**src/logic/host_port_pkg.sv**
```systemverilog
package host_port_pkg;

    localparam int ADDR_W    = 7;
    localparam int DATA_W    = 16;
    localparam int WORD_W    = 32;
    localparam int IDX_W     = 6;
    localparam int BUF_DEPTH = 2;
    localparam int CNT_W     = 2;

    // address bits still decoded while the fifo select input is high
    localparam logic [ADDR_W-1:0] FIFO_ADDR_MASK = 7'h03;
    localparam logic              HALF_LOW       = 1'b0;
    localparam logic              HALF_HIGH      = 1'b1;
    localparam logic [CNT_W-1:0]  CNT_ZERO       = 2'h0;
    localparam logic [CNT_W-1:0]  CNT_ONE        = 2'h1;
    localparam logic [CNT_W-1:0]  CNT_FULL       = 2'h2;

    typedef enum logic [1:0] {
        RD_IDLE,
        RD_FETCH,
        RD_DRIVE
    } rd_phase_e;

    typedef struct packed {
        logic              chip_select_n;
        logic              read_strobe_n;
        logic              write_strobe_n;
        logic              fifo_sel;
        logic [ADDR_W-1:0] addr;
        logic [DATA_W-1:0] data;
    } host_bus_s;

    typedef struct packed {
        logic             is_fifo;
        logic [IDX_W-1:0] idx;
        logic [WORD_W-1:0] data;
    } word_s;

    typedef struct packed {
        logic source_enable;
        logic active_high;
        logic open_drain;
    } irq_cfg_s;

    function automatic logic [ADDR_W-1:0] eff_addr(input logic              fifo_sel,
                                                   input logic [ADDR_W-1:0] addr);
        eff_addr = fifo_sel ? (addr & FIFO_ADDR_MASK) : addr;
    endfunction : eff_addr

endpackage : host_port_pkg

```
**src/logic/word_buffer.sv**
```systemverilog
`timescale 1ns/1ps
module word_buffer (
    input  wire logic                clock,
    input  wire logic                rst,
    input  wire logic                in_valid,
    output logic                     in_ready,
    input  wire host_port_pkg::word_s in_word,
    output logic                     out_valid,
    input  wire logic                out_ready,
    output host_port_pkg::word_s     out_word
);

    typedef struct packed {
        host_port_pkg::word_s [host_port_pkg::BUF_DEPTH-1:0] mem;
        logic                                                wr_ptr;
        logic                                                rd_ptr;
        logic [host_port_pkg::CNT_W-1:0]                     count;
    } buf_state_s;

    buf_state_s st_ff;
    buf_state_s nxt_st;
    logic       push;
    logic       pop;

    assign in_ready  = (st_ff.count != host_port_pkg::CNT_FULL);
    assign out_valid = (st_ff.count != host_port_pkg::CNT_ZERO);
    assign out_word  = st_ff.mem[st_ff.rd_ptr];
    assign push      = in_valid && in_ready;
    assign pop       = out_valid && out_ready;

    always_comb begin
        nxt_st = st_ff;
        if (push) begin
            nxt_st.mem[st_ff.wr_ptr] = in_word;
            nxt_st.wr_ptr            = ~st_ff.wr_ptr;
        end
        if (pop) begin
            nxt_st.rd_ptr = ~st_ff.rd_ptr;
        end
        if (push && !pop) begin
            nxt_st.count = st_ff.count + host_port_pkg::CNT_ONE;
        end else if (pop && !push) begin
            nxt_st.count = st_ff.count - host_port_pkg::CNT_ONE;
        end
    end

    always_ff @(posedge clock or posedge rst) begin
        if (rst) begin
            st_ff <= '0;
        end else begin
            st_ff <= nxt_st;
        end
    end

endmodule : word_buffer

```
**src/logic/host_bus_port.sv**
```systemverilog
`timescale 1ns/1ps
// Summary of operation
// decode seven halfword address bits, 16-bit data
// drive data only during qualified read
// host writes with strobe low, data valid
// strobes count only with chip select low
// write with chip select wakes from low power
// interrupt polarity, source and driver programmable
// fifo select routes accesses to data fifos
// fifo select ignores upper address bits
// writes ignored until first read after reset/wake
// host wakes via endian test register write
// sram-like programmed reads and writes only
// internal word paths are 32 bits wide
// pair two halfword accesses into one word
module host_bus_port (
    input  wire logic                                 clock,
    input  wire logic                                 rst,
    input  wire host_port_pkg::host_bus_s             host_in,
    output logic [host_port_pkg::DATA_W-1:0]          host_data_out,
    output logic                                      host_data_oe_n,
    input  wire host_port_pkg::irq_cfg_s              irq_cfg,
    input  wire logic                                 irq_event,
    output logic                                      irq_out,
    output logic                                      irq_oe_n,
    input  wire logic                                 low_power,
    output logic                                      wake,
    output logic                                      rd_req,
    output logic                                      rd_is_fifo,
    output logic [host_port_pkg::IDX_W-1:0]           rd_idx,
    input  wire logic [host_port_pkg::WORD_W-1:0]     rd_data,
    output logic                                      wr_valid,
    input  wire logic                                 wr_ready,
    output host_port_pkg::word_s                      wr_word
);

    typedef struct packed {
        logic                               rd_prev;
        logic                               wr_prev;
        logic                               armed;
        logic [host_port_pkg::ADDR_W-1:0]   wr_addr;
        logic                               wr_fifo;
        logic [host_port_pkg::DATA_W-1:0]   wr_data;
        logic                               lo_valid;
        logic                               lo_fifo;
        logic [host_port_pkg::IDX_W-1:0]    lo_idx;
        logic [host_port_pkg::DATA_W-1:0]   lo_data;
        host_port_pkg::word_s               pend;
        logic                               pend_valid;
        host_port_pkg::rd_phase_e           rd_phase;
        logic                               rd_half;
        logic                               hi_valid;
        logic                               hi_fifo;
        logic [host_port_pkg::IDX_W-1:0]    hi_idx;
        logic [host_port_pkg::DATA_W-1:0]   hi_data;
        logic [host_port_pkg::DATA_W-1:0]   data_out;
        logic                               wake;
        logic                               rd_req;
        logic                               rd_fifo;
        logic [host_port_pkg::IDX_W-1:0]    rd_idx;
        logic                               irq_level;
        logic                               irq_oe_n;
    } port_state_s;

    port_state_s                      st_ff;
    port_state_s                      nxt_st;
    logic                             q_rd;
    logic                             q_wr;
    logic [host_port_pkg::ADDR_W-1:0] addr_e;
    logic                             buf_ready;
    logic                             irq_active;

    ////////////////////////////////////////////////////////////////////////////////
    // qualified strobes and decoded address

    assign q_rd   = !host_in.chip_select_n && !host_in.read_strobe_n;
    assign q_wr   = !host_in.chip_select_n && !host_in.write_strobe_n;
    assign addr_e = host_port_pkg::eff_addr(host_in.fifo_sel, host_in.addr);

    assign irq_active = irq_event && irq_cfg.source_enable;

    assign host_data_out  = st_ff.data_out;
    assign host_data_oe_n = !q_rd;
    assign irq_out        = st_ff.irq_level;
    assign irq_oe_n       = st_ff.irq_oe_n;
    assign wake           = st_ff.wake;
    assign rd_req         = st_ff.rd_req;
    assign rd_is_fifo     = st_ff.rd_fifo;
    assign rd_idx         = st_ff.rd_idx;

    ////////////////////////////////////////////////////////////////////////////////
    // next state

    always_comb begin
        nxt_st         = st_ff;
        nxt_st.rd_prev = q_rd;
        nxt_st.wr_prev = q_wr;
        nxt_st.wake    = 1'b0;
        nxt_st.rd_req  = 1'b0;

        // interrupt pin: level active per polarity, open drain only pulls low
        nxt_st.irq_level = irq_active ~^ irq_cfg.active_high;
        nxt_st.irq_oe_n  = irq_cfg.open_drain ? nxt_st.irq_level : 1'b0;
        if (irq_cfg.open_drain) begin
            nxt_st.irq_level = 1'b0;
        end

        // write side: sample while asserted, act on trailing edge
        if (q_wr) begin
            nxt_st.wr_addr = addr_e;
            nxt_st.wr_fifo = host_in.fifo_sel;
            nxt_st.wr_data = host_in.data;
        end
        if (q_wr && !st_ff.wr_prev && low_power) begin
            nxt_st.wake  = 1'b1;
            nxt_st.armed = 1'b0;
        end
        if (st_ff.pend_valid && buf_ready) begin
            nxt_st.pend_valid = 1'b0;
        end
        if (!q_wr && st_ff.wr_prev && st_ff.armed) begin
            if (st_ff.wr_addr[0] == host_port_pkg::HALF_LOW) begin
                nxt_st.lo_valid = 1'b1;
                nxt_st.lo_fifo  = st_ff.wr_fifo;
                nxt_st.lo_idx   = st_ff.wr_addr[host_port_pkg::ADDR_W-1:1];
                nxt_st.lo_data  = st_ff.wr_data;
            end else begin
                nxt_st.lo_valid = 1'b0;
                if (st_ff.lo_valid && st_ff.lo_fifo == st_ff.wr_fifo &&
                    st_ff.lo_idx == st_ff.wr_addr[host_port_pkg::ADDR_W-1:1] &&
                    !nxt_st.pend_valid) begin
                    nxt_st.pend_valid   = 1'b1;
                    nxt_st.pend.is_fifo = st_ff.wr_fifo;
                    nxt_st.pend.idx     = st_ff.lo_idx;
                    nxt_st.pend.data    = {st_ff.wr_data, st_ff.lo_data};
                end
            end
        end

        // read side
        case (st_ff.rd_phase)
            host_port_pkg::RD_IDLE: begin
                if (q_rd && !st_ff.rd_prev) begin
                    nxt_st.armed   = 1'b1;
                    nxt_st.rd_half = addr_e[0];
                    if (addr_e[0] == host_port_pkg::HALF_HIGH && st_ff.hi_valid &&
                        st_ff.hi_fifo == host_in.fifo_sel &&
                        st_ff.hi_idx == addr_e[host_port_pkg::ADDR_W-1:1]) begin
                        nxt_st.data_out = st_ff.hi_data;
                        nxt_st.hi_valid = 1'b0;
                        nxt_st.rd_phase = host_port_pkg::RD_DRIVE;
                    end else begin
                        nxt_st.rd_req   = 1'b1;
                        nxt_st.rd_fifo  = host_in.fifo_sel;
                        nxt_st.rd_idx   = addr_e[host_port_pkg::ADDR_W-1:1];
                        nxt_st.rd_phase = host_port_pkg::RD_FETCH;
                    end
                end
            end
            host_port_pkg::RD_FETCH: begin
                if (st_ff.rd_half == host_port_pkg::HALF_LOW) begin
                    nxt_st.data_out = rd_data[host_port_pkg::DATA_W-1:0];
                    nxt_st.hi_valid = 1'b1;
                    nxt_st.hi_fifo  = st_ff.rd_fifo;
                    nxt_st.hi_idx   = st_ff.rd_idx;
                    nxt_st.hi_data  = rd_data[host_port_pkg::WORD_W-1:host_port_pkg::DATA_W];
                end else begin
                    nxt_st.data_out = rd_data[host_port_pkg::WORD_W-1:host_port_pkg::DATA_W];
                    nxt_st.hi_valid = 1'b0;
                end
                nxt_st.rd_phase = q_rd ? host_port_pkg::RD_DRIVE : host_port_pkg::RD_IDLE;
            end
            host_port_pkg::RD_DRIVE: begin
                if (!q_rd) begin
                    nxt_st.rd_phase = host_port_pkg::RD_IDLE;
                end
            end
            default: begin
                nxt_st.rd_phase = host_port_pkg::RD_IDLE;
            end
        endcase
    end

    always_ff @(posedge clock or posedge rst) begin
        if (rst) begin
            st_ff          <= '0;
            st_ff.irq_oe_n <= 1'b1;
        end else begin
            st_ff <= nxt_st;
        end
    end

    ////////////////////////////////////////////////////////////////////////////////
    // two-entry buffer toward the core

    word_buffer u_word_buffer (
        .clock     (clock),
        .rst       (rst),
        .in_valid  (st_ff.pend_valid),
        .in_ready  (buf_ready),
        .in_word   (st_ff.pend),
        .out_valid (wr_valid),
        .out_ready (wr_ready),
        .out_word  (wr_word)
    );
endmodule : host_bus_port

```
**config.mk**
```make
export PLATFORM = sky130hd
export DESIGN_NAME = host_bus_port
export DESIGN_NICKNAME = d
export VERILOG_FILES = /design/src/logic/host_port_pkg.sv /design/src/logic/word_buffer.sv /design/src/logic/host_bus_port.sv
export SDC_FILE = /design/constraint.sdc
export NUM_CORES = 1
export LEC_CHECK = 0
export ABC_CLOCK_PERIOD_IN_PS = 10600
export CORE_MARGIN = 3
export CORE_UTILIZATION = 60
export DETAILED_ROUTE_END_ITERATION = 12
export DONT_BUFFER_PORTS = 1
export GPL_ROUTABILITY_DRIVEN = 0
export HOLD_SLACK_MARGIN = 0.02
export PLACE_DENSITY = 0.85
export SYNTH_ARGS = -nofsm -noshare
export SYNTH_HDL_FRONTEND = slang
export SYNTH_SLANG_ARGS = --single-unit
```
**constraint.sdc**
```tcl
create_clock -name clock -period 10.6 [get_ports clock]
set_input_delay 1.59 -clock clock [delete_from_list [all_inputs] [get_ports clock]]
set_output_delay 1.59 -clock clock [all_outputs]
set_load 0.02 [all_outputs]
```
[Yosys cells after proc, flatten, opt, wreduce, memory -nomap -nowiden]
Cells that the tools add are included.
Storage, ports and cells
  flip-flop bits (word level): 227
  bits in latches: 0
  RAM bits: 0
  ROM bits: 0
  word-level logic and storage cells: 131
  memories: 0
Cells by class
  $add $sub $neg: 2
  $mul: 0
  divide/modulo/power cells: 0
  magnitude comparators: 3
  eq/ne operators: 10
  shift-type cells: 0
  mux-type cells: 34
  bitwise logic cells: 6
  reduce and logical (&&, ||, !) cells: 40
Operators with widths (number)
  39-bit 2-to-1 mux: 3
  78-bit bitwise mux: 1
  16-bit 2-to-1 mux: 3
  39-bit demux with 1-bit select: 1
  16-bit one-hot mux with 2 select lines: 1
  8-bit 2-to-1 mux: 3
  1-bit logical AND: 19
  1-bit 2-to-1 mux: 13
  6-bit equality test: 2
  1-bit logical NOT: 10
  2-bit 2-to-1 mux: 5
  3-bit AND reduction: 3
  2-bit != test (second input constant): 4
  2-bit AND reduction: 4
  7-bit 2-to-1 mux: 1
  2-bit one-hot mux with 3 select lines: 1
  2-bit nonzero test: 3
  1-bit inverter: 5
  1-bit by 2-bit < comparator with 1-bit output (second input constant): 2
  4-bit 2-to-1 mux: 1
  2-bit by 1-bit adder with 2-bit output (second input constant): 1
  1-bit equality test: 2
  2-bit by 1-bit equality test with 1-bit output (second input constant): 1
  2-bit equality test (second input constant): 1
  other kinds (5): 5

[Logic depth before layout (Yosys ltp)]
Gate-level depths: netlist of run 1.
  word-level depth: 8
  depth in mapped cells: 8
  depth with buffers taken out: 7

[Modules after synthesis]
A second synthesis of run 1 with hierarchy kept.
Second synthesis, totals
  cell total of the unflattened synthesis: 713
  area total of the unflattened synthesis: 9963.3 sq um
By module, submodules not included
  host_bus_port: times used 1, cells an instance 488, area each 6312.3 sq um, sequential area each 3629.7 sq um
  word_buffer: times used 1, cells an instance 225, area each 3651.0 sq um, sequential area each 2052.0 sq um

[Worst setup path after synthesis of run 1]
Ideal clock, no wire load.
  path type: input-to-output
  start: input host_in[25] in the netlist's numbering
  end: output host_data_oe_n
  data arrival time: 1.825 ns
  slack: 7.185 ns
  stages: 2
  cells stage by stage: nor2_1 -> inv_1
Between the ends
  longest elaborated chain between the ends: 3
Ends and longest elaborated chain
  from (decl): line host_bus_port.sv:19  | input wire host_port_pkg::host_bus_s host_in,
  1-bit logical NOT: line host_bus_port.sv:76  | assign q_rd = !host_in.chip_select_n && !host_in.read_strobe_n;
  1-bit logical AND: line host_bus_port.sv:76
  1-bit logical NOT
  to (decl): line host_bus_port.sv:21  | output logic host_data_oe_n,
Every way passes these cells.

==> results of run 1 <==
## power by group through the flow
stage / registers, mW / clock network (mW) / logic, mW
2_1_floorplan: 1.07 / 0 / 0.334
3_3_place_gp: 1.17 / 0 / 0.271
3_5_place_dp: 1.18 / 0 / 0.292
4_1_cts: 1.17 / 0.834 / 0.294
5_1_grt: 1.19 / 0.876 / 0.319
6_report: 1.17 / 0.820 / 0.291
## per-layer routing
layer / part of all wire / global-route usage / vias up
met5: 0 / 0 / -
met4: 0.028 / 0.0709 / 0
met3: 0.069 / 0.0506 / 37
met2: 0.50 / 0.375 / 181
met1: 0.40 / 0.278 / 2867
li1: - / - / 2456
## cells in the final DEF, fill, tap and decap left out, types with 2 or more instances in the layout
master,n
nand2b_1,2
mux2_4,10
bufinv_16,3
or4_1,2
mux2_2,202
inv_1,7
nand2_1,65
mux2i_1,17
nand3_1,3
o2111ai_1,2
clkbuf_1,5
clkbuf_8,5
nand3b_1,2
o21ai_0,3
buf_4,2
nor2_1,6
xnor2_1,9
nor2_2,2
dfrtp_1,225
or2_2,3
a41oi_1,16
a22oi_1,16
nor2b_1,8
clkinv_2,2
nand2_2,2
xor2_1,6
o31ai_1,17
clkbuf_16,23
## cells by family (layout without fill, tap and decap cells)
kind of cell / after synthesis / count (layout) / share of synthesized area
mux: 229 / 229 / 0.265
flops: 227 / 227 / 0.581
simple gates: 103 / 103 / 0.0478
buf+inv: 74 / 52 / 0.0393
compound gates: 65 / 65 / 0.0521
xor+xnor: 15 / 15 / 0.0134
fa+ha+maj: 1 / 1 / 0.00128
other cells: 0 / 1 / 0
## registers in the layout, indices dropped and copies added, names as in the netlist
name / cells
host_data_out: 16
u_word_buffer.st_ff: 82
rd_req: 1
st_ff: 118
rd_idx: 6
irq_oe_n: 1
rd_is_fifo: 1
wake: 1
irq_out: 1
## layout make-up
cell class / instances / share of cell area
clock inverters: 7 / 0.0110
clock buffers: 33 / 0.0629
repair buffers: 2 / 0.00143
diodes: 1 / 0.000238
inverters: 10 / 0.00428
flip-flops and latches: 227 / 0.539
multi-input cells: 413 / 0.355
well taps: 216 / 0.0257
## per-stage QoR
step	utilization	worst slack (ns)
floorplan	-	2.79
global placement	0.612	6.77
detailed placement	0.612	6.70
CTS	0.661	6.94
global route	0.661	6.90
finish	0.661	6.97
## final timing paths
kind	slack, ns	cells past startpoint	endpoint
setup / recovery	6.97	1	wr_word[24]
hold / removal	0.47	1	wake
setup reg to reg	7.91	5	st_ff[78]
hold reg to reg	0.47	1	wake
max in group asynchronous	7.92	2	st_ff[67]
min in group asynchronous	1.14	1	irq_out
==> impl_results.md, run 1 <==
- Status: finished clean
- Seq pwr share: 0.512
- Leakage: 5.12 nW
- Post-synth EDFFs: 0
- Tightest Pin Transition: 1.28 ns
- Largest net degree at the start of global routing: between 150 and 200
- Multi-input gate area: 3740 µm²
- WP data arrival: 2.04 ns
- Sw Ratio: 0.270
- Overall Power: 2.28 mW
- Top cells by area, synth: dfrtp_1 58%, mux2_2 23%, nand2_1 2.6%
- Clock root buffer master: clkbuf_16
- Mapped cell area: just under 10,000 µm²
- Buf+Inv Stages, Crit Path: 0
- Crit path largest cell delay: slightly above 1 ns
- Worst r2r src: st_ff[138]
- Die Ht: 134 µm
- Cts hold-fix bufs: 0
- Synthesized flop and latch total: roughly 230
- Crit path max fanout: 40
- Max_slew headroom: 0.144
- Clock share of power: 0.360
- Post-CTS Resized: 0
- Synth top area share: 0.578
- Asr flop ratio synth: 1.00
- Vias/cell: around 6
- Core area: roughly 16,000 µm²
- Mean post-synth cell area: approximately 14 µm²
- Cell total after placement: ~870
- Grt total ovfl: 0
- Antenna viol nets, final: 0
- Final setup violating endpoints: 0
- CTS Sinks: around 230
- Setup TNS: 0 ns
- Critical Path End Type: primary output
- Post CTS Setup Buffer Count: 0
- Storage element area: around 5700 µm²
- Commonest cells in the netlist: 226 x dfrtp_1, 202 x mux2_2, 67 x nand2_1
- Drt initial violations: about 330
- Post-route DRC: 0
- Fillers: 1,127
- Skew final: between 0.01 and 0.015 ns
- Initial antenna violation count: 1
- CTS tree: yes
- Max Cap Violations: 0
- Gate Count Post-Synth: approximately 700
- Dpl cell area: 9750 µm²
- CP delay by family, top: flip-flops
- Final #Nets: 745
- Wire per inst: around 21 µm
- YS warnings: 0
- Final hold violations: 0
- Initial Util: 0.614
- Fin crit share: 0.342
- Final Max Slew Viols: 0
- 1st-pass router iterations: 4
- HP Start: st_ff[143]
- Critical path required time: 9.01 ns
- Top-count cell post-synth: dfrtp_1
- Net Count, Synth: ~780
- Crit path from: u_word_buffer.st_ff[2]
- Clock tree buffer depth: 3
- Worst Path Class, Setup: flop to primary output
- Ports: approximately 140
- Unique masters post-synth: 47
- CP max-delay cell: dfrtp_2
- Htree depth: 1
- Fin area: 10,500 µm²
- Max rail drop VDD: around 0.16 mV
- Crit-path cells: mux2_2
- First-pass GRT wire length: around 32,000 µm
- Detailed placement HPWL: between 10,000 and 15,000 µm
- PD cells: 216 nW/µm²
- Reg clk slew, reported paths: 0.06 ns
- Clock period minus worst slack: 3.63 ns
- Num rows: 46
- Power Internal: between 1.5 and 2 mW
- Cell taking the most area after synthesis: dfrtp_1
- Hold WS: between 0.4 and 0.5 ns
- Share of cells above drive strength 1: 0.383
- Register area share after synthesis: 0.581
- Psw: around 0.61 mW
- Drt total wl: between 15,000 and 20,000 µm
- All-Layer GR Usage: 0.219
- Total CTS buffers: 23
- Fmax: ~280 MHz
- CP Launch Type: flop
- Area of the die: ~18,000 µm²
- Final Instance Count excl. Fillers: 909
- Vias: 5,541
- RSZ-0062 raised after global routing: no
- Hold Crit Class: flop to flop
- Port Buffers: 0
- Worst skew pair latency: about 0.5 ns
- DIE WIDTH: around 130 µm
- Synth Flop Type: dfrtp_1
- Layout area overhead: 7.71%
- Part of the power in combinational logic: 0.128
- Number of global-route vias before repair: 5,998
No activity file was read; power rests on OpenSTA's default activity.
==> run 2, diff against run 1 <==
Settings changed: ABC_AREA set to 1, ABC_CLOCK_PERIOD_IN_PS 10600 to 3000, CORE_UTILIZATION 60 to 57, PLACE_DENSITY 0.85 to 0.84.
Clock period 10.6 ns to 3 ns, I/O delays scaled along.
==> run 2 against run 1 <==
Against the previous run: register-to-register slack worse by 6.8 ns; core utilization is 2.5 points lower; sequential power grew to 3.4 times the previous value; global-route usage is 0.11 points higher; cell count is 46% higher; critical endpoint is now wr_word[28].
==> impl_results.md, run 2 <==
- Vias: 7,220 (was 5,541)
- Pre-CTS WS: 1.04 ns (was 6.70 ns)
- Clock root buffer master: clkbuf_16 (unchanged)
- Post-synth EDFFs: 0 (unchanged)
- DIE WIDTH: 137 µm (was 134 µm)
- Drt total wl: 20,600 µm (was 19,200 µm)
- Tightest Pin Transition: 0.798 ns (was 1.28 ns)
- Vias/cell: 5.44 (was 6.10)
- Reg clk slew, reported paths: 0.06 ns (about the same)
- Synthesized flop and latch total: 227 (unchanged)
- Sw Ratio: 0.291 (was 0.270)
- Area of the die: 18,800 µm² (was 17,900 µm²)
- Post-CTS Resized: 0 (unchanged)
- Drt initial violations: 510 (was 328)
- Max Cap Violations: 0 (unchanged)
- Final #Nets: 1,160 (was 745)
- Power Internal: 5.69 mW (was 1.66 mW)
- Fin crit share: 0.709
- Final Util: 0.636 (was 0.661)
- Final setup violating endpoints: 0 (unchanged)
- Psw: 2.34 mW (was 0.615 mW)
- Commonest non-fill, non-tap cell in the layout: nand2_1 (was dfrtp_1)
- Leakage: 5.25 nW (was 5.12 nW)
- Max_slew headroom: 0.468 (was 0.144)
- Clock period minus worst slack: approximately 2.1 ns
- Layout area overhead: 8.05% (was 7.71%)
- Worst Path Class, Setup: flop to primary output (unchanged)
- Final setup margin: 0.872 ns (was 6.97 ns)
- YS warnings: 0 (unchanged)
- Mapped cell area: 9820 µm² (was 9780 µm²)
- Post CTS Setup Buffer Count: 0 (unchanged)
- Detailed placement HPWL: 13,400 µm (was 12,500 µm)
- Overall Power: 8.03 mW (was 2.28 mW)
- Reg with most FFs: st_ff (unchanged)
- Part of the power in combinational logic: 0.141 (was 0.128)
- All-Layer GR Usage: 0.220 (was 0.219)
- First-pass GRT wire length: 33,700 µm (was 31,500 µm)
- Grt total ovfl: 0 (unchanged)
- ANT cells: 0 (was 1)
- Number of global-route vias before repair: 6,797 (was 5,998)
- Fillers: 1,347 (was 1,127)
- Synth top area share: 0.576 (was 0.578)
- Final hold violations: 0 (unchanged)
- Clock share of power: 0.359 (was 0.360)
- Htree depth: 1 (unchanged)
- PD cells: 756 nW/µm² (was 216 nW/µm²)
- Worst skew pair latency: 0.50 ns (about the same)
- Skew final: 0.00709 ns (was 0.0143 ns)
- Asr flop ratio synth: 1.00 (unchanged)
- Antenna viol nets, final: 0 (unchanged)
- Num rows: 47 (was 46)
- Top cells by area, synth: dfrtp_1 58%, nand2_1 16%, o21ai_0 8.4% (was dfrtp_1 58%, mux2_2 23%, nand2_1 2.6%)
- Hold Crit Class: input pin to flop (was flop to flop)
- Mean post-synth cell area: 8.71 µm² (was 13.7 µm²)
- CTS Sinks: 227 (unchanged)
- Most frequent cells in the layout: 418 x nand2_1, 226 x dfrtp_1, 165 x o21ai_0, 75 x inv_1, 39 x nand4_1 (was 225 x dfrtp_1, 202 x mux2_2, 65 x nand2_1, 23 x clkbuf_16)
- Share of cells above drive strength 1: 0.0839 (was 0.383)
- Post-route DRC: 0 (unchanged)
- Core area: 16,700 µm² (was 15,900 µm²)
- Die Ht: 137 µm (was 134 µm)
- Largest net degree at the start of global routing: 97 (was 152)
- Critical path required time: 2.55 ns (was 9.01 ns)
- Synth Flop Type: dfrtp_1 (unchanged)
- RSZ-0062 raised after global routing: no (unchanged)
- Wire per inst: 15.5 µm (was 21.2 µm)
- Port Buffers: 0 (unchanged)
- Setup TNS: 0 ns (unchanged)
- Ports: 135 (unchanged)
- Max rail drop VDD: 0.531 mV (was 0.165 mV)
- Final Max Slew Viols: 0 (unchanged)
- Clock tree buffer depth: 3 (unchanged)
- Unique masters post-synth: 31 (was 47)
- Crit path max fanout: 40 (unchanged)
- Register area share after synthesis: 0.578 (was 0.581)
- CP Launch Type: flop (unchanged)
- Cts hold-fix bufs: 4 (was 0)
- Net Count, Synth: 1,196 (was 782)
- CTS tree: yes (unchanged)
- 1st-pass router iterations: 6 (was 4)
- Critical Path End Type: primary output (unchanged)
- Status: finished clean (unchanged)
- Largest register FFs: 118 (unchanged)
- Dpl cell area: 9820 µm² (was 9750 µm²)
- Fmax: about 470 MHz
- Seq pwr share: 0.499 (was 0.512)
- Commonest cells in the netlist: 419 x nand2_1, 226 x dfrtp_1, 165 x o21ai_0 (was 226 x dfrtp_1, 202 x mux2_2, 67 x nand2_1)
- WP data arrival: 1.68 ns (was 2.04 ns)
- Gate Count Post-Synth: 1,128 (was 714)
- Initial antenna violation count: 0 (was 1)
- Total CTS buffers: 23 (unchanged)
- Cell taking the most area after synthesis: dfrtp_1 (unchanged)
- Initial Util: 0.588 (was 0.614)
- Top-count cell post-synth: nand2_1 (was dfrtp_1)
- Fin area: 10,600 µm² (was 10,500 µm²)
## run 2: layout make-up
| class | instances | area (µm²) | share of cell area |
|---|---|---|---|
| inverter | 82 | 312 | 0.0293 |
| timing repair buffer | 23 | 208 | 0.0196 |
| tap | 220 | 275 | 0.0259 |
| multi-input combinational | 735 | 3380 | 0.319 |
| sequential | 227 | 5680 | 0.535 |
| clock buffer | 34 | 647 | 0.0609 |
| clock inverter | 7 | 110 | 0.0104 |
## run 2: cell families (layout without fill, tap and decap cells)
group / count (synthesis) / count (layout) / synth area share
mux: 22 / 22 / 0.0252
flops: 227 / 227 / 0.578
xor+xnor: 6 / 6 / 0.00535
compound gates: 177 / 177 / 0.0904
simple gates: 529 / 529 / 0.221
buf+inv: 166 / 146 / 0.0786
fa+ha+maj: 1 / 1 / 0.00127
## run 2: layer usage
layer | share of wire | track usage | up-vias
met1 | 0.43 | 0.297 | 3422
met5 | 0 | 0 | -
met3 | 0.088 | 0.0705 | 47
met4 | 0.027 | 0.0643 | 0
met2 | 0.46 | 0.344 | 254
li1 | - | - | 3497
## run 2: worst paths after layout
kind / start / endpoint / slack (ns) / cells after the start
hold reg to reg: st_ff[81] / st_ff[81] / 0.47 / 2
setup reg to reg: u_word_buffer.st_ff[0] / u_word_buffer.st_ff[32] / 1.10 / 7
setup / recovery: u_word_buffer.st_ff[2] / wr_word[28] / 0.87 / 4
max in group asynchronous: rst / u_word_buffer.st_ff[21] / 1.84 / 3
min in group asynchronous: rst / rd_idx[1] / 0.40 / 2
hold / removal: host_in[9] / st_ff[127] / 0.07 / 2
## run 2: per-stage QoR
stage | std cells | hold WS [ns]
6_report | 1328 | 0.0695
5_1_grt | 1328 | 0.0715
3_5_place_dp | 1283 | 0.307
2_1_floorplan | 1128 | 0.437
4_1_cts | 1328 | 0.0535
3_3_place_gp | 1283 | 0.305
## run 2: power groups by stage
stage | clock [mW] | combinational [mW] | sequential, mW
finish | 2.88 | 1.13 | 4.01
floorplan | 0 | 1.18 | 3.80
global placement | 0 | 1.10 | 4.03
detailed placement | 0 | 1.14 | 4.05
CTS | 2.94 | 1.15 | 4.00
global route | 3.04 | 1.31 | 4.06
## run 2: worst max-delay path, stage by stage, from the launching register on
cell and delay, ns:
dfrtp_1 0.37, inv_1 0.05, buf_4 0.38, nand2_1 0.11, nand2_1 0.24
==> run 3, diff against run 2 <==
Settings changed: ABC_CLOCK_PERIOD_IN_PS 3000 to 2100, CORE_UTILIZATION 57 to 60, PLACE_DENSITY 0.84 to 0.85.
Clock period 3 ns to 2.1 ns, I/O delays scaled along.
==> run 3 against run 2 <==
Against the previous run: clock skew up 0.0020 ns; count of clock-buffer cells in the layout up 2; critical path depth down 1; sequential share of layout area down 2.0 points; die area down 4.8%.
==> impl_results.md, run 3 (synthesized netlist as in run 2, its figures left out) <==
- Final Instance Count excl. Fillers: 1,362 (was 1,328)
- Fin area: 11,000 µm² (was 10,600 µm²)
- Htree depth: 1 (unchanged)
- Final Max Slew Viols: 0 (unchanged)
- Initial Util: 0.616 (was 0.588)
- Drt total wl: 21,200 µm (was 20,600 µm)
- R2r setup slk: 0.40 ns (was 1.10 ns)
- Storage element area: 5680 µm² (unchanged)
- Total CTS buffers: 22 (was 23)
- Seq pwr share: 0.505 (was 0.499)
- Power Internal: 8.00 mW (was 5.69 mW)
- Final setup violating endpoints: 0 (unchanged)
- Commonest non-fill, non-tap cell in the layout: nand2_1 (unchanged)
- Area of the die: 17,900 µm² (was 18,800 µm²)
- Worst hold path stage count: 2 (unchanged)
- Critical Path End Type: primary output (unchanged)
- Drt initial violations: 456 (was 510)
- CP Launch Type: flop (unchanged)
- Sw Ratio: 0.296 (was 0.291)
- ANT cells: 0 (unchanged)
- DIE WIDTH: 134 µm (was 137 µm)
- Cell total after placement: 1,282 (was 1,283)
- Fillers: 1,201 (was 1,347)
- Reg clk slew, reported paths: 0.06 ns (about the same)
- Layout area overhead: 12.3% (was 8.05%)
- Clock share of power: 0.341 (was 0.359)
- Grt met2 use: 0.394 (was 0.344)
- Part of the power in combinational logic: 0.155 (was 0.141)
- Port Buffers: 0 (unchanged)
- Share of cells above drive strength 1: 0.0846 (was 0.0839)
- Met1 usage: 0.328 (was 0.297)
- Crit path from: u_word_buffer.st_ff[2] (unchanged)
- Largest net degree at the start of global routing: 80 (was 97)
- Largest register FFs: 118 (unchanged)
- Fin crit share: 0.918
- Worst Path Class, Setup: flop to primary output (unchanged)
- Core area: 15,900 µm² (was 16,700 µm²)
- Leakage: 5.43 nW (was 5.25 nW)
- FF-to-FF End: host_data_out[11] (was u_word_buffer.st_ff[32])
- PD cells: 1030 nW/µm² (was 756 nW/µm²)
- First-pass GRT wire length: 35,800 µm (was 33,700 µm)
- Overall Power: 11.4 mW (was 8.03 mW)
- Number of global-route vias before repair: 7,321 (was 6,797)
- Dpl cell area: 9900 µm² (was 9820 µm²)
- Met3 GRT Util: 0.0593 (was 0.0705)
- 1st-pass router iterations: 5 (was 6)
- Fmax: around 520 MHz
- Tightest Pin Transition: 0.716 ns (was 0.798 ns)
- Final #Nets: 1,199 (was 1,160)
- Detailed placement HPWL: 13,400 µm (about the same)
- Crit path max fanout: 39 (was 40)
- Reg with most FFs: st_ff (unchanged)
- Clock tree buffer depth: 3 (unchanged)
- Skew final: 0.00905 ns (was 0.00709 ns)
- Setup TNS: 0 ns (unchanged)
- All-Layer GR Usage: 0.240 (was 0.220)
- Most Crowded Layer GR: met2 (unchanged)
- Clock root buffer master: clkbuf_16 (unchanged)
- Max_slew headroom: 0.522 (was 0.468)
- Hold Crit Class: input pin to flop (unchanged)
- RSZ-0062 raised after global routing: no (unchanged)
- CTS tree: yes (unchanged)
- Grt total ovfl: 0 (unchanged)
- Hold WS: 0.0408 ns (was 0.0695 ns)
- Multi-input gate area: 3380 µm² (unchanged)
- WP data arrival: 1.61 ns (was 1.68 ns)
- Antenna viol nets, final: 0 (unchanged)
- Vias/cell: 5.48 (was 5.44)
- Critical path required time: 1.78 ns (was 2.55 ns)
- Pre-CTS WS: 0.277 ns (was 1.04 ns)
- Initial antenna violation count: 0 (unchanged)
- Worst Hold Endpoint: st_ff[141] (was st_ff[127])
- Die Ht: 134 µm (was 137 µm)
- Wire per inst: 15.5 µm (about the same)
- Ports: 135 (unchanged)
- Vias: 7,462 (was 7,220)
- Worst reg-to-reg path cell count: 9 (was 7)
- Num rows: 46 (was 47)
- HP Start: host_in[22] (was host_in[9])
- Worst skew pair latency: 0.50 ns (about the same)
- Max rail drop VDD: 0.771 mV (was 0.531 mV)
- Final hold violations: 0 (unchanged)
- Worst r2r src: st_ff[49] (was u_word_buffer.st_ff[0])
- Max Cap Violations: 0 (unchanged)
- Status: finished clean (unchanged)
- Clock period minus worst slack: a little under 2 ns
- Most frequent cells in the layout: 418 x nand2_1, 226 x dfrtp_1, 165 x o21ai_0, 75 x inv_1, 41 x dlygate4sd3_1 (was 418 x nand2_1, 226 x dfrtp_1, 165 x o21ai_0, 75 x inv_1, 39 x nand4_1)
- Final Util: 0.692 (was 0.636)
- Psw: 3.36 mW (was 2.34 mW)
- CTS Sinks: 227 (unchanged)
- Post-route DRC: 0 (unchanged)
- Final setup margin: 0.171 ns (was 0.872 ns)
-- run 3: repair_timing --
action,CTS,global route
endpoints found under the hold margin,90,0
setup buffers,0,0
gates resized for setup,0,0
hold buffers,41,0
-- run 3: power by group through the flow --
stage | Combinational [mW] | Sequential, mW | Clock, mW
2_1_floorplan | 1.69 | 5.43 | 0
3_3_place_gp | 1.61 | 5.76 | 0
3_5_place_dp | 1.67 | 5.77 | 0
4_1_cts | 1.75 | 5.71 | 3.93
5_1_grt | 2.01 | 5.81 | 4.12
6_report | 1.76 | 5.73 | 3.87
-- run 3: how the worst max path moves through the flow --
stage / endpoint / slack (ns)
after detailed placement: host_data_out[10] / 0.28
after CTS: wr_word[9] / 0.14
final: wr_word[9] / 0.17
after floorplan: host_data_out[0] / -1.18
after global routing: wr_word[9] / 0.07
after global placement: host_data_out[7] / 0.37
-- run 3: worst max-delay path: stages (launching register included) --
cell     delay, ns
dfrtp_1       0.34
buf_4         0.38
nand2_1       0.13
nand2_1       0.25
-- run 3: layer usage --
metal	vias to the layer above	share of wire
li1	3586	-
met1	3560	0.42
met2	277	0.48
met3	39	0.082
met4	0	0.021
met5	-	0
-- run 3: area by class of cell --
type | instances | share of cell area
Clock buffer | 36 | 0.0639
Clock inverter | 3 | 0.00136
Inverter | 82 | 0.0283
Multi-Input combinational cell | 735 | 0.307
Sequential cell | 227 | 0.515
Tap cell | 216 | 0.0245
Timing Repair Buffer | 63 | 0.0601
